==> src/core/rsh_cfg.svh <==
`ifndef RSH_CFG_SVH
`define RSH_CFG_SVH
// Operation
// - Each reference has its own integer divider, programmable 1 to 1023.
// - Presence of each divided reference is monitored and steers switchover.
// - Manual reference choice comes from a register bit or the select pin.
// - Automatic mode moves to secondary when primary is lost and secondary present.
// - Nonrevertive mode stays on secondary until the secondary itself disappears.
// - Revertive mode returns to primary as soon as primary is present again.
// - Both references absent means holdover, running on the oscillator alone.
// - Holdover tristates the charge pump unless mid-supply forcing is selected.
// - Holdover ends once a reference is present; the loop then resynchronizes.
// - Control bit 6 forces the charge pump to half supply during holdover.
// - Secondary divider reuses primary value unless control bit 7 is set.
// - A lone present reference is active; with both, the other is backup.

// ****************************************
// Register map (byte addresses)
// ****************************************
`define RSH_OFS_DIV_PRI  12'h000
`define RSH_OFS_DIV_SEC  12'h004
`define RSH_OFS_STATUS   12'h008
`define RSH_OFS_IRQ_STS  12'h00c
`define RSH_OFS_IRQ_MASK 12'h010
`define RSH_OFS_CTRL     12'h01c

// ****************************************
// Reset values and fields
// ****************************************
`define RSH_DIV_RST      10'h001
`define RSH_CTRL_RST     8'h00
`define RSH_IRQ_RST      5'h00
`define RSH_EV_PRI_LOST  0
`define RSH_EV_SEC_LOST  1
`define RSH_EV_SWITCH    2
`define RSH_EV_HOLD_IN   3
`define RSH_EV_HOLD_OUT  4

// ****************************************
// Timing
// ****************************************
`define RSH_CLK_MHZ      10
`define RSH_MON_WIN_US   200
`endif

==> src/core/rsh_pkg.sv <==
package rsh_pkg;
    // Control register layout
    typedef struct packed {
        logic       indep_div;
        logic       force_mid;
        logic [1:0] spare;
        logic       revertive;
        logic       pin_sel_en;
        logic       manual_sel;
        logic       manual_en;
    } rsh_ctrl_t;

    // Charge pump drive seen by the analog loop
    typedef struct packed {
        logic tristate;
        logic force_mid;
    } rsh_cp_t;

    typedef enum logic [1:0] {
        RSH_ON_PRI,
        RSH_ON_SEC,
        RSH_HOLD
    } rsh_state_t;
endpackage : rsh_pkg

==> src/core/rsh_top.sv <==
`include "rsh_cfg.svh"

module rsh_top (
    // Clock and reset
    input  wire logic             pclk,
    input  wire logic             presetn,
    // APB slave
    input  wire logic             psel,
    input  wire logic             penable,
    input  wire logic             pwrite,
    input  wire logic [11:0]      paddr,
    input  wire logic [31:0]      pwdata,
    output logic [31:0]           prdata,
    output logic                  pready,
    output logic                  pslverr,
    // Reference pins
    input  wire logic             primary_reference,
    input  wire logic             secondary_reference,
    input  wire logic             ref_select_pin,
    // Loop side
    output logic                  pfd_ref_pulse,
    output logic                  sel_secondary,
    output logic                  holdover,
    output rsh_pkg::rsh_cp_t      charge_pump,
    output logic                  irq
);
    localparam int         WIN_CYC = `RSH_MON_WIN_US * `RSH_CLK_MHZ;
    localparam logic [11:0] WIN_LIM = 12'(WIN_CYC - 1);

    // ****************************************
    // Registers
    // ****************************************
    logic [9:0]          div_pri_reg;
    logic [9:0]          div_sec_reg;
    rsh_pkg::rsh_ctrl_t  ctrl_reg;
    logic [4:0]          irq_sts_reg;
    logic [4:0]          irq_mask_reg;
    logic [4:0]          irq_sts_next;
    logic [4:0]          ev;
    rsh_pkg::rsh_state_t state_reg;
    rsh_pkg::rsh_state_t state_next;
    logic [1:0]          sel_sync_reg;
    logic [1:0]          pres;
    logic [1:0]          div_pulse;
    logic                acc;
    logic                hit;
    logic                want_sec;
    logic [31:0]         rd_mux;

    // ****************************************
    // Reference select pin synchroniser
    // ****************************************
    always_ff @(posedge pclk or negedge presetn) begin
        if (!presetn) begin
            sel_sync_reg <= 2'h0;
        end else begin
            sel_sync_reg <= {sel_sync_reg[0], ref_select_pin};
        end
    end

    // ****************************************
    // Per-reference divider and monitor
    // ****************************************
    genvar gi;
    generate
        for (gi = 0; gi < 2; gi++) begin : g_ref
            logic [2:0]  sync_reg;
            logic [9:0]  edge_cnt_reg;
            logic [11:0] idle_cnt_reg;
            logic        pres_reg;
            logic        pulse;
            logic [9:0]  dv;
            logic [9:0]  lim;
            logic        rise;
            // Secondary may share the primary ratio
            assign dv = (gi == 0 || !ctrl_reg.indep_div) ? div_pri_reg : div_sec_reg;
            // A ratio of zero is taken as one
            assign lim = (dv == 10'h000) ? 10'h000 : dv - 10'h001;
            assign rise = sync_reg[1] & ~sync_reg[2];
            assign pulse = rise && (edge_cnt_reg >= lim);
            always_ff @(posedge pclk or negedge presetn) begin
                if (!presetn) begin
                    sync_reg <= 3'h0;
                end else begin
                    sync_reg <= {sync_reg[1:0], (gi == 0) ? primary_reference
                                                          : secondary_reference};
                end
            end
            always_ff @(posedge pclk or negedge presetn) begin
                if (!presetn) begin
                    edge_cnt_reg <= 10'h000;
                end else if (pulse) begin
                    edge_cnt_reg <= 10'h000;
                end else if (rise) begin
                    edge_cnt_reg <= edge_cnt_reg + 10'h001;
                end
            end
            // Window must exceed the slowest divided period or presence flaps
            always_ff @(posedge pclk or negedge presetn) begin
                if (!presetn) begin
                    idle_cnt_reg <= 12'h000;
                    pres_reg     <= 1'b0;
                end else if (pulse) begin
                    idle_cnt_reg <= 12'h000;
                    pres_reg     <= 1'b1;
                end else if (idle_cnt_reg >= WIN_LIM) begin
                    pres_reg     <= 1'b0;
                end else begin
                    idle_cnt_reg <= idle_cnt_reg + 12'h001;
                end
            end
            assign pres[gi]      = pres_reg;
            assign div_pulse[gi] = pulse;
        end
    endgenerate

    // ****************************************
    // Switchover control
    // ****************************************
    assign want_sec = ctrl_reg.pin_sel_en ? sel_sync_reg[1] : ctrl_reg.manual_sel;

    always_comb begin
        state_next = state_reg;
        if (pres == 2'b00) begin
            state_next = rsh_pkg::RSH_HOLD;
        end else if (ctrl_reg.manual_en) begin
            // Lone present reference wins over the manual choice
            if (!pres[0] || (want_sec && pres[1])) begin
                state_next = rsh_pkg::RSH_ON_SEC;
            end else begin
                state_next = rsh_pkg::RSH_ON_PRI;
            end
        end else begin
            case (state_reg)
                rsh_pkg::RSH_ON_PRI: begin
                    if (!pres[0]) begin
                        state_next = rsh_pkg::RSH_ON_SEC;
                    end
                end
                rsh_pkg::RSH_ON_SEC: begin
                    if (!pres[1]) begin
                        state_next = rsh_pkg::RSH_ON_PRI;
                    end else if (ctrl_reg.revertive && pres[0]) begin
                        state_next = rsh_pkg::RSH_ON_PRI;
                    end
                end
                rsh_pkg::RSH_HOLD: begin
                    state_next = pres[0] ? rsh_pkg::RSH_ON_PRI
                                         : rsh_pkg::RSH_ON_SEC;
                end
                default: state_next = rsh_pkg::RSH_HOLD;
            endcase
        end
    end

    always_ff @(posedge pclk or negedge presetn) begin
        if (!presetn) begin
            state_reg <= rsh_pkg::RSH_HOLD;
        end else begin
            state_reg <= state_next;
        end
    end

    // ****************************************
    // Loop side outputs
    // ****************************************
    always_ff @(posedge pclk or negedge presetn) begin
        if (!presetn) begin
            sel_secondary         <= 1'b0;
            holdover              <= 1'b1;
            charge_pump.tristate  <= 1'b1;
            charge_pump.force_mid <= 1'b0;
            pfd_ref_pulse         <= 1'b0;
        end else begin
            sel_secondary         <= (state_reg == rsh_pkg::RSH_ON_SEC);
            holdover              <= (state_reg == rsh_pkg::RSH_HOLD);
            charge_pump.tristate  <= (state_reg == rsh_pkg::RSH_HOLD)
                                     && !ctrl_reg.force_mid;
            charge_pump.force_mid <= (state_reg == rsh_pkg::RSH_HOLD)
                                     && ctrl_reg.force_mid;
            // Pulses resume to the detector so the loop relocks
            pfd_ref_pulse         <= (state_reg == rsh_pkg::RSH_ON_PRI) ? div_pulse[0]
                                   : (state_reg == rsh_pkg::RSH_ON_SEC) ? div_pulse[1]
                                   : 1'b0;
        end
    end

    // ****************************************
    // APB slave
    // ****************************************
    // One fixed wait-free access phase keeps the master logic trivial
    assign acc = psel && penable && pready;
    assign hit = (paddr == `RSH_OFS_DIV_PRI) || (paddr == `RSH_OFS_DIV_SEC)
              || (paddr == `RSH_OFS_STATUS) || (paddr == `RSH_OFS_IRQ_STS)
              || (paddr == `RSH_OFS_IRQ_MASK) || (paddr == `RSH_OFS_CTRL);

    always_comb begin
        rd_mux = 32'h0000_0000;
        case (paddr)
            `RSH_OFS_DIV_PRI:  rd_mux = {22'h000000, div_pri_reg};
            `RSH_OFS_DIV_SEC:  rd_mux = {22'h000000, div_sec_reg};
            `RSH_OFS_STATUS:   rd_mux = {26'h0000000, charge_pump.force_mid,
                                         charge_pump.tristate, holdover,
                                         sel_secondary, pres};
            `RSH_OFS_IRQ_STS:  rd_mux = {27'h0000000, irq_sts_reg};
            `RSH_OFS_IRQ_MASK: rd_mux = {27'h0000000, irq_mask_reg};
            `RSH_OFS_CTRL:     rd_mux = {24'h000000, ctrl_reg};
            default:           rd_mux = 32'h0000_0000;
        endcase
    end

    always_ff @(posedge pclk or negedge presetn) begin
        if (!presetn) begin
            pready  <= 1'b0;
            pslverr <= 1'b0;
            prdata  <= 32'h0000_0000;
        end else begin
            pready  <= psel && !penable && !pready;
            pslverr <= psel && !penable && !hit;
            prdata  <= (psel && !penable && !pwrite) ? rd_mux : 32'h0000_0000;
        end
    end

    always_ff @(posedge pclk or negedge presetn) begin
        if (!presetn) begin
            div_pri_reg  <= `RSH_DIV_RST;
            div_sec_reg  <= `RSH_DIV_RST;
            ctrl_reg     <= `RSH_CTRL_RST;
            irq_mask_reg <= `RSH_IRQ_RST;
        end else if (acc && pwrite) begin
            case (paddr)
                `RSH_OFS_DIV_PRI:  div_pri_reg  <= pwdata[9:0];
                `RSH_OFS_DIV_SEC:  div_sec_reg  <= pwdata[9:0];
                `RSH_OFS_IRQ_MASK: irq_mask_reg <= pwdata[4:0];
                `RSH_OFS_CTRL:     ctrl_reg     <= pwdata[7:0];
                default:           ctrl_reg     <= ctrl_reg;
            endcase
        end
    end

    // ****************************************
    // Interrupts
    // ****************************************
    always_comb begin
        ev = 5'h00;
        ev[`RSH_EV_PRI_LOST] = (state_reg == rsh_pkg::RSH_ON_PRI)
                               && (state_next != rsh_pkg::RSH_ON_PRI) && !pres[0];
        ev[`RSH_EV_SEC_LOST] = (state_reg == rsh_pkg::RSH_ON_SEC)
                               && (state_next != rsh_pkg::RSH_ON_SEC) && !pres[1];
        ev[`RSH_EV_SWITCH]   = (state_reg != rsh_pkg::RSH_HOLD)
                               && (state_next != rsh_pkg::RSH_HOLD)
                               && (state_next != state_reg);
        ev[`RSH_EV_HOLD_IN]  = (state_reg != rsh_pkg::RSH_HOLD)
                               && (state_next == rsh_pkg::RSH_HOLD);
        ev[`RSH_EV_HOLD_OUT] = (state_reg == rsh_pkg::RSH_HOLD)
                               && (state_next != rsh_pkg::RSH_HOLD);
    end

    // New events beat the read clear
    assign irq_sts_next = ((acc && !pwrite && paddr == `RSH_OFS_IRQ_STS) ? 5'h00
                          : irq_sts_reg) | ev;

    always_ff @(posedge pclk or negedge presetn) begin
        if (!presetn) begin
            irq_sts_reg <= `RSH_IRQ_RST;
            irq         <= 1'b0;
        end else begin
            irq_sts_reg <= irq_sts_next;
            irq         <= |(irq_sts_next & irq_mask_reg);
        end
    end
endmodule : rsh_top

==> config.mk <==
export PLATFORM = sky130hd
export DESIGN_NAME = rsh_top
export DESIGN_NICKNAME = d
export VERILOG_FILES = /design/src/core/rsh_pkg.sv /design/src/core/rsh_top.sv
export VERILOG_INCLUDE_DIRS = /design/src /design/src/core
export SDC_FILE = /design/constraint.sdc
export NUM_CORES = 1
export LEC_CHECK = 0
export BUFFER_PORTS_ARGS = -buffer_cell sky130_fd_sc_hd__buf_2
export CAP_MARGIN = 20
export CORE_ASPECT_RATIO = 1.2
export CORE_MARGIN = 1
export CORE_UTILIZATION = 59
export DETAILED_ROUTE_END_ITERATION = 7
export GPL_TIMING_DRIVEN = 0
export PLACE_DENSITY_LB_ADDON = 0.2
export SLEW_MARGIN = 20
export SYNTH_ARGS = -nofsm -noshare
export SYNTH_HDL_FRONTEND = slang
export SYNTH_SLANG_ARGS = --single-unit
==> constraint.sdc <==
create_clock -name pclk -period 8.01 [get_ports pclk]
set_input_delay 1.602 -clock pclk [delete_from_list [all_inputs] [get_ports pclk]]
set_output_delay 1.602 -clock pclk [all_outputs]
set_load 0.01 [all_outputs]
==> results of run 1 <==
## worst max path at each step
stage	slack, ns	startpoint	endpoint	depth (start not counted)
6_report	3.88	ctrl_reg[7]	pfd_ref_pulse	16
3_3_place_gp	3.90	ctrl_reg[7]	pfd_ref_pulse	16
3_5_place_dp	3.88	ctrl_reg[7]	pfd_ref_pulse	16
4_1_cts	3.84	ctrl_reg[7]	pfd_ref_pulse	16
2_1_floorplan	4.49	ctrl_reg[7]	pfd_ref_pulse	16
5_1_grt	3.57	ctrl_reg[7]	pfd_ref_pulse	16
## critical path, stage by stage (launching register included)
cell and delay [ns]:
sky130_fd_sc_hd__dfrtp_1 0.39, sky130_fd_sc_hd__buf_4 0.20, sky130_fd_sc_hd__clkbuf_1 0.43, sky130_fd_sc_hd__mux2i_1 0.33, sky130_fd_sc_hd__ha_1 0.24, sky130_fd_sc_hd__nand2_1 0.05, sky130_fd_sc_hd__or3_1 0.31, sky130_fd_sc_hd__buf_2 0.18
sky130_fd_sc_hd__and2_1 0.15, sky130_fd_sc_hd__ha_1 0.27, sky130_fd_sc_hd__nor2_1 0.09, sky130_fd_sc_hd__a21oi_1 0.08, sky130_fd_sc_hd__o41ai_1 0.31, sky130_fd_sc_hd__a21oi_1 0.19, sky130_fd_sc_hd__and2_1 0.20, sky130_fd_sc_hd__clkbuf_1 0.26
sky130_fd_sc_hd__a22o_2 0.34
## power by group through the flow
| stage | clock [W] | sequential (W) | combinational (W) |
|---|---|---|---|
| after global routing | 0.000492 | 0.000695 | 0.000318 |
| final | 0.000459 | 0.000686 | 0.000278 |
| after CTS | 0.000467 | 0.000685 | 0.000282 |
| after detailed placement | 0 | 0.000696 | 0.000280 |
| after floorplan | 0 | 0.000681 | 0.000208 |
| after global placement | 0 | 0.000690 | 0.000266 |
## cell type report
cell class / instances / share of cell area [%]
Multi-Input combinational cell: 465 / 45.03
Sequential cell: 112 / 40.04
Buffer: 43 / 3.977
Timing Repair Buffer: 47 / 3.763
Clock buffer: 10 / 3.406
Tap cell: 126 / 2.247
Clock inverter: 5 / 0.9452
Inverter: 11 / 0.5885
## cells by family (layout without fill, tap and decap cells)
| group | Yosys count | count (layout) | synth area share (%) |
|---|---|---|---|
| AND/OR/NAND/NOR | 237 | 237 | 18.78 |
| multiplexers | 59 | 59 | 10.32 |
| XOR/XNOR | 36 | 36 | 5.078 |
| flip-flops | 112 | 112 | 45.23 |
| buffers and inverters | 54 | 116 | 5.158 |
| adder cells (fa/ha/maj) | 27 | 27 | 5.440 |
| other | 1 | 22 | 0.06039 |
| AO/OA/AOI/OAI | 84 | 84 | 9.934 |
## metrics by stage
stage                     worst slack (ns)  hold WS (ns)  cells
final                                3.881        0.3486    819
after floorplan                      4.493        0.3312    631
after global placement               3.901        0.3336    803
after CTS                            3.838        0.3517    819
after global routing                 3.570        0.3601    819
after detailed placement             3.880        0.3356    804
## metal layers
layer / vias to the layer above / routed length, µm / part of all wire (%)
met5: - / 0 / 0
met4: 0 / 259 / 2.0
met3: 23 / 491 / 3.8
met2: 120 / 6767 / 52
met1: 2283 / 5558 / 43
li1: 2272 / - / -
## cell usage in the layout, fill, tap and decap left out, types with 3 or more instances in the layout
cell / Yosys / layout
sky130_fd_sc_hd__a21o_1: 7 / 7
sky130_fd_sc_hd__a21oi_1: 17 / 17
sky130_fd_sc_hd__a22o_1: 8 / 8
sky130_fd_sc_hd__a22oi_1: 3 / 3
sky130_fd_sc_hd__and2_1: 6 / 6
sky130_fd_sc_hd__and3_1: 9 / 9
sky130_fd_sc_hd__buf_2: 4 / 49
sky130_fd_sc_hd__buf_4: 25 / 25
sky130_fd_sc_hd__clkbuf_1: 11 / 11
sky130_fd_sc_hd__clkbuf_16: 0 / 9
sky130_fd_sc_hd__conb_1: 1 / 22
sky130_fd_sc_hd__dfrtp_1: 107 / 107
sky130_fd_sc_hd__dfstp_2: 5 / 5
sky130_fd_sc_hd__ha_1: 27 / 27
sky130_fd_sc_hd__inv_1: 11 / 11
sky130_fd_sc_hd__mux2_2: 40 / 40
sky130_fd_sc_hd__mux2i_1: 19 / 19
sky130_fd_sc_hd__nand2_1: 54 / 54
sky130_fd_sc_hd__nand2b_1: 7 / 7
sky130_fd_sc_hd__nand3_1: 25 / 25
sky130_fd_sc_hd__nand4_1: 7 / 7
sky130_fd_sc_hd__nor2_1: 77 / 77
sky130_fd_sc_hd__nor2b_1: 5 / 5
sky130_fd_sc_hd__nor3_1: 12 / 12
sky130_fd_sc_hd__nor3b_1: 3 / 3
sky130_fd_sc_hd__nor4_1: 3 / 3
sky130_fd_sc_hd__o211ai_1: 4 / 4
sky130_fd_sc_hd__o21a_1: 3 / 3
sky130_fd_sc_hd__o21ai_0: 13 / 13
sky130_fd_sc_hd__o31ai_1: 3 / 3
sky130_fd_sc_hd__or3_1: 11 / 11
sky130_fd_sc_hd__xnor2_1: 9 / 9
sky130_fd_sc_hd__xor2_1: 27 / 27
==> flow_summary_export.csv, run 1 <==
group,metric,value,unit
routing,vias_after_detailed_routing,4698,
yosys,post_synthesis_instance_area,6210,µm²
global_route,gr_ovfl_total,0,
yosys,leading_cell_type_by_number_of_instances_after_synthesis,"sky130_fd_sc_hd__dfrtp_1",
pwr,cellLeakagePower,3.462,nW
cells_and_area,multi_input_area,3159,µm²
worst_setup_path,regToRegSetupSlack,3.88,ns
worst_setup_path,reg2reg_from,"ctrl_reg[7]",
routing,routed_wl,13080,µm
sta,worst_clock_skew,0.006636,ns
clocking,clkTransAtPathRegs,0.07,ns
floorplanning,die_height,114.4,µm
worst_setup_path,required,8.26,ns
cells_and_area,largest_register_ff_count,24,
yosys,ys_types,68,
floorplanning,boundaryPins,92,
global_route,use_met3,3.519,%
global_route,groute.usage.overall,25.82,%
pwr,share_of_total_power_consumed_by_net_switching,29.39,%
floorplanning,dieArea,10940,µm²
yosys,post-synth-top-area-fraction,43.12,%
global_route,initial_antenna_violation_count,0,
sta,slew_headroom,48.89,%
yosys,register_area_share_after_synthesis,45.23,%
pwr,seq_power_share,48.2,%
min_path,worst_hold_path.num_cells,0,
placed_design,replace_congestion,0.8765,
worst_setup_path,critPathCaptureType,"flip-flop",
pwr,p_int,0.001005,W
global_route,grt_pass1_wl,21700,µm
pwr,power_density,202.8,nW/µm²
clocking,cts_tree,"yes",
yosys,netlist_top_cells_count,"sky130_fd_sc_hd__dfrtp_1 (107), sky130_fd_sc_hd__nor2_1 (77), sky130_fd_sc_hd__nand2_1 (54)",
clocking,tritoncts.num_buffers,9,
cells_and_area,fin_nets,768,
cells_and_area,layout_cells_sized_above_1,21.79,%
pwr,power.total,0.001423,W
placed_design,placement.io_buffers,46,
sta,setup_viol_count_final,0,
yosys,synthArstFlopShare,100.0,%
placed_design,hpwlAfterDp,9909,µm
worst_setup_path,worstSetupPathType,"reg -> reg",
cells_and_area,postLayoutCoreUtil,69.39,%
worst_setup_path,worst-endpoint-arrival,4.38,ns
clocking,cts_sinks,112,
yosys,avg_inst_size_synth,10.18,µm²
global_route,grtUsageMet1,32.09,%
cells_and_area,antenna-diode-count,0,
routing,detail-route-antenna-nets,0,
floorplanning,core,10110,µm²
cells_and_area,fillers,775,
yosys,synth_top_flop_cell,"sky130_fd_sc_hd__dfrtp_1",
global_route,vias_in_the_first_global_route,4533,
global_route,grt_max_degree,69,
yosys,synth_warnings,0,
sta,drv_slew,0,
sta,period_share,51.54,%
routing,detailedRoute.firstIterationViolations,256,
yosys,yosys.area.top_type,"sky130_fd_sc_hd__dfrtp_1",
global_route,grt-busiest-layer,"met2",
yosys,postSynthRegisterBits,112,
routing,wl_per_cell,15.97,µm
worst_setup_path,startpoint_type,"flip-flop",
sta,final-hold-violation-count,0,
sta,highest_clock_rate,242.2,MHz
clocking,worst_skew_pair.late_latency,0.35,ns
pwr,power.switching,0.0004183,W
worst_setup_path,worst_r2r_path_depth,16,
pwr,vdd.ir_drop.worst,0.1319,mV
clocking,cts-htree-levels,3,
sta,rsz_0062_raised_after_global_routing,"false",
floorplanning,floorplan.initialDensity,61.42,%
yosys,synth_edf_count,0,
min_path,min-delay-path-class,"reg -> reg",
cells_and_area,regArea,2809,µm²
placed_design,detailed_place.area,6710,µm²
floorplanning,die_width,95.65,µm
worst_setup_path,worstReg2RegEnd,"pfd_ref_pulse",
worst_setup_path,cp_max_fo,10,
routing,detail_route.first_pass.iterations,6,
cells_and_area,area_growth_syn_to_layout,12.98,%
floorplanning,placementRows,40,
yosys,ys_top_cells_by_area,"sky130_fd_sc_hd__dfrtp_1 (43%), sky130_fd_sc_hd__mux2_2 (7.3%), sky130_fd_sc_hd__ha_1 (5.4%)",
sta,worstMarginPinSlew,0.7626,ns
yosys,synthesis.instances,610,
cells_and_area,post-route-cell-area,7015,µm²
pwr,combPwrFrac,19.5,%
sta,time_the_final_worst_path_needs_with_i_o_delays_and_setup,4.129,ns
run,cap_violations,0,
clocking,cts_root_buf,"sky130_fd_sc_hd__clkbuf_16",
status,outcome,"complete, no violations",
min_path,hold_path_startpoint,"g_ref[1].sync_reg[0]",
global_route,grtUsageMet2,45.10,%
min_path,worstHoldEndpoint,"g_ref[1].sync_reg[1]",
sta,fin_tns_setup,0,ns
routing,routed_via_density,5.736,
routing,drc,0,
clocking,post_cts_resize_count,0,
clocking,post-cts-setup-buffers,0,
pwr,p_clk_share,32.3,%
clocking,clock_tree.buffer_depth,2,
clocking,post_cts_hold_buffer_count,0,
Power figures use the tool's default switching activity.
==> inputs of run 2 (changes only) <==
Settings changed: CORE_UTILIZATION 59 to 52.
Clock period 8.01 ns to 3.6 ns, I/O delays scaled along.
==> flow_summary_export.csv, run 2 (synthesized netlist as in run 1, its figures left out) <==
group,metric,value,unit
routing,detailedRoute.firstIterationViolations,229,
pwr,power.switching,0.0009768,W
routing,wl_per_cell,15.54,µm
clocking,clock_tree.buffer_depth,2,
routing,vias_after_detailed_routing,4688,
clocking,tritoncts.num_buffers,9,
pwr,combPwrFrac,21.5,%
floorplanning,boundaryPins,92,
sta,slew_headroom,49.33,%
global_route,grt_max_degree,79,
routing,routed_via_density,5.451,
sta,rsz_0062_raised_after_global_routing,"false",
cells_and_area,largest_register_ff_count,24,
cells_and_area,area_growth_syn_to_layout,16.18,%
worst_setup_path,worst-endpoint-arrival,3.78,ns
worst_setup_path,crit_path_cell_trace,"buf_2 > or4_1 > or3_4 > and2_1 > ha_1 > or3b_1 > o2111ai_2 > a31oi_1 > o32a_4 > and2_4 > buf_6 > buf_8 > nor2_1",
worst_setup_path,crit_slowest_cell,"sky130_fd_sc_hd__or4_1",
sta,worstMarginPinSlew,0.7560,ns
cells_and_area,commonest_cells_after_routing_fill_and_taps_aside,"sky130_fd_sc_hd__dfrtp_1 (104), sky130_fd_sc_hd__nor2_1 (77), sky130_fd_sc_hd__nand2_1 (54), sky130_fd_sc_hd__buf_2 (49), sky130_fd_sc_hd__mux2_2 (40)",
placed_design,dp_worst_setup_slack,-0.6120,ns
placed_design,hpwlAfterDp,9926,µm
worst_setup_path,required,3.89,ns
sta,setup_viol_count_final,0,
clocking,cts_root_buf,"sky130_fd_sc_hd__clkbuf_16",
min_path,min-delay-path-class,"in -> async",
run,cap_violations,0,
sta,final-hold-violation-count,0,
routing,routed_wl,13370,µm
pwr,power.total,0.003177,W
status,outcome,"complete, no violations",
pwr,share_of_total_power_consumed_by_net_switching,30.75,%
worst_setup_path,largest_stage_delay_on_the_critical_path,0.51,ns
sta,period_share,97.16,%
cells_and_area,fin_nets,777,
pwr,cellLeakagePower,3.542,nW
pwr,p_clk_share,30.3,%
cells_and_area,layout_cells_sized_above_1,26.17,%
cells_and_area,layout_commonest_cell,"sky130_fd_sc_hd__dfrtp_1",
placed_design,placement.io_buffers,46,
global_route,grt_pass1_wl,21810,µm
clocking,cts_sinks,112,
floorplanning,dieArea,12380,µm²
global_route,gr_ovfl_total,0,
floorplanning,floorplan.initialDensity,53.43,%
routing,drc,0,
sta,whs,0.2444,ns
clocking,clkTransAtPathRegs,0.07,ns
floorplanning,core,11620,µm²
global_route,initial_antenna_violation_count,0,
sta,time_the_final_worst_path_needs_with_i_o_delays_and_setup,3.498,ns
floorplanning,die_width,101.8,µm
routing,detail-route-antenna-nets,0,
floorplanning,die_height,121.7,µm
sta,highest_clock_rate,285.9,MHz
pwr,p_int,0.002200,W
clocking,post_cts_hold_buffer_count,0,
clocking,worst_skew_pair.late_latency,0.36,ns
pwr,vdd.ir_drop.worst,0.2448,mV
worst_setup_path,startpoint_type,"flip-flop",
sta,drv_slew,0,
pwr,seq_power_share,48.2,%
cells_and_area,antenna-diode-count,0,
placed_design,replace_congestion,0.8658,
worst_setup_path,regToRegSetupSlack,0.10,ns
pwr,power_density,440.4,nW/µm²
worst_setup_path,worstSetupPathType,"reg -> reg",
global_route,groute.usage.overall,22.99,%
clocking,cts_tree,"yes",
worst_setup_path,cp_max_fo,10,
routing,detail_route.first_pass.iterations,5,
worst_setup_path,critPathCaptureType,"flip-flop",
sta,worst_case_setup_margin_in_the_final_layout,0.1023,ns
clocking,cts-htree-levels,3,
floorplanning,placementRows,43,
global_route,vias_in_the_first_global_route,4572,
sta,worst_clock_skew,0.009322,ns
## run 2: worst max-delay path: cells and delay by family (launching register included)
family | cells | cell delay [ns]
AO/OA/AOI/OAI | 3 | 0.65
flip-flops | 1 | 0.37
adder cells (fa/ha/maj) | 1 | 0.26
buffers and inverters | 3 | 0.43
AND/OR/NAND/NOR | 6 | 1.71
## run 2: cell type report
class | instances | area, µm²
fill | 1011 | 4407
multi-input combinational | 465 | 3224
sequential | 112 | 2813
timing repair buffer | 60 | 359.1
buffer | 39 | 295.3
clock buffer | 10 | 229.0
tap | 157 | 196.4
clock inverter | 6 | 56.30
inverter | 11 | 41.29
## run 2: per-layer routing
layer  global-route usage, %  vias up  share of wire, %
li1                        -     2289                 -
met1                   27.63     2291                42
met2                   40.20       92                52
met3                   4.705       16               3.9
met4                   8.605        0               1.9
met5                       0        -                 0
## run 2: what timing repair did
| item | CTS | global route |
|---|---|---|
| pin swaps | 3 | 7 |
| gates resized for setup | 15 | 19 |
| cloned | 0 | 1 |
| buffers inserted | 1 | 11 |
| endpoints found under the setup margin | 40 | 26 |
## run 2: through the flow
stage | utilization (%) | setup TNS [ns] | cells | cell area [µm²]
2_1_floorplan | - | 0 | 631 | 6289
3_3_place_gp | 57.78 | -7.262 | 834 | 6715
3_5_place_dp | 58.07 | -10.38 | 835 | 6749
4_1_cts | 60.99 | 0 | 849 | 7088
5_1_grt | 62.08 | 0 | 860 | 7214
6_report | 62.08 | 0 | 860 | 7214
## run 2: path summary, 6_finish.rpt
check,from,to,cells past startpoint
worst min register to register,g_ref[1].sync_reg[0],g_ref[1].sync_reg[1],0
worst max-delay path,div_pri_reg[6],g_ref[0].edge_cnt_reg[7],13
min in group pclk,g_ref[1].sync_reg[0],g_ref[1].sync_reg[1],0
max in group asynchronous,presetn,div_pri_reg[0],2
worst max register to register,div_pri_reg[6],g_ref[0].edge_cnt_reg[7],13
worst min-delay path,presetn,g_ref[1].sync_reg[1],1
## run 2: power by group through the flow
stage          sequential [W]  clock, W  combinational [W]
2_1_floorplan         0.00151         0           0.000463
3_3_place_gp          0.00154         0           0.000592
3_5_place_dp          0.00155         0           0.000627
4_1_cts               0.00153  0.000992           0.000664
5_1_grt               0.00155   0.00105           0.000784
6_report              0.00153  0.000963           0.000684
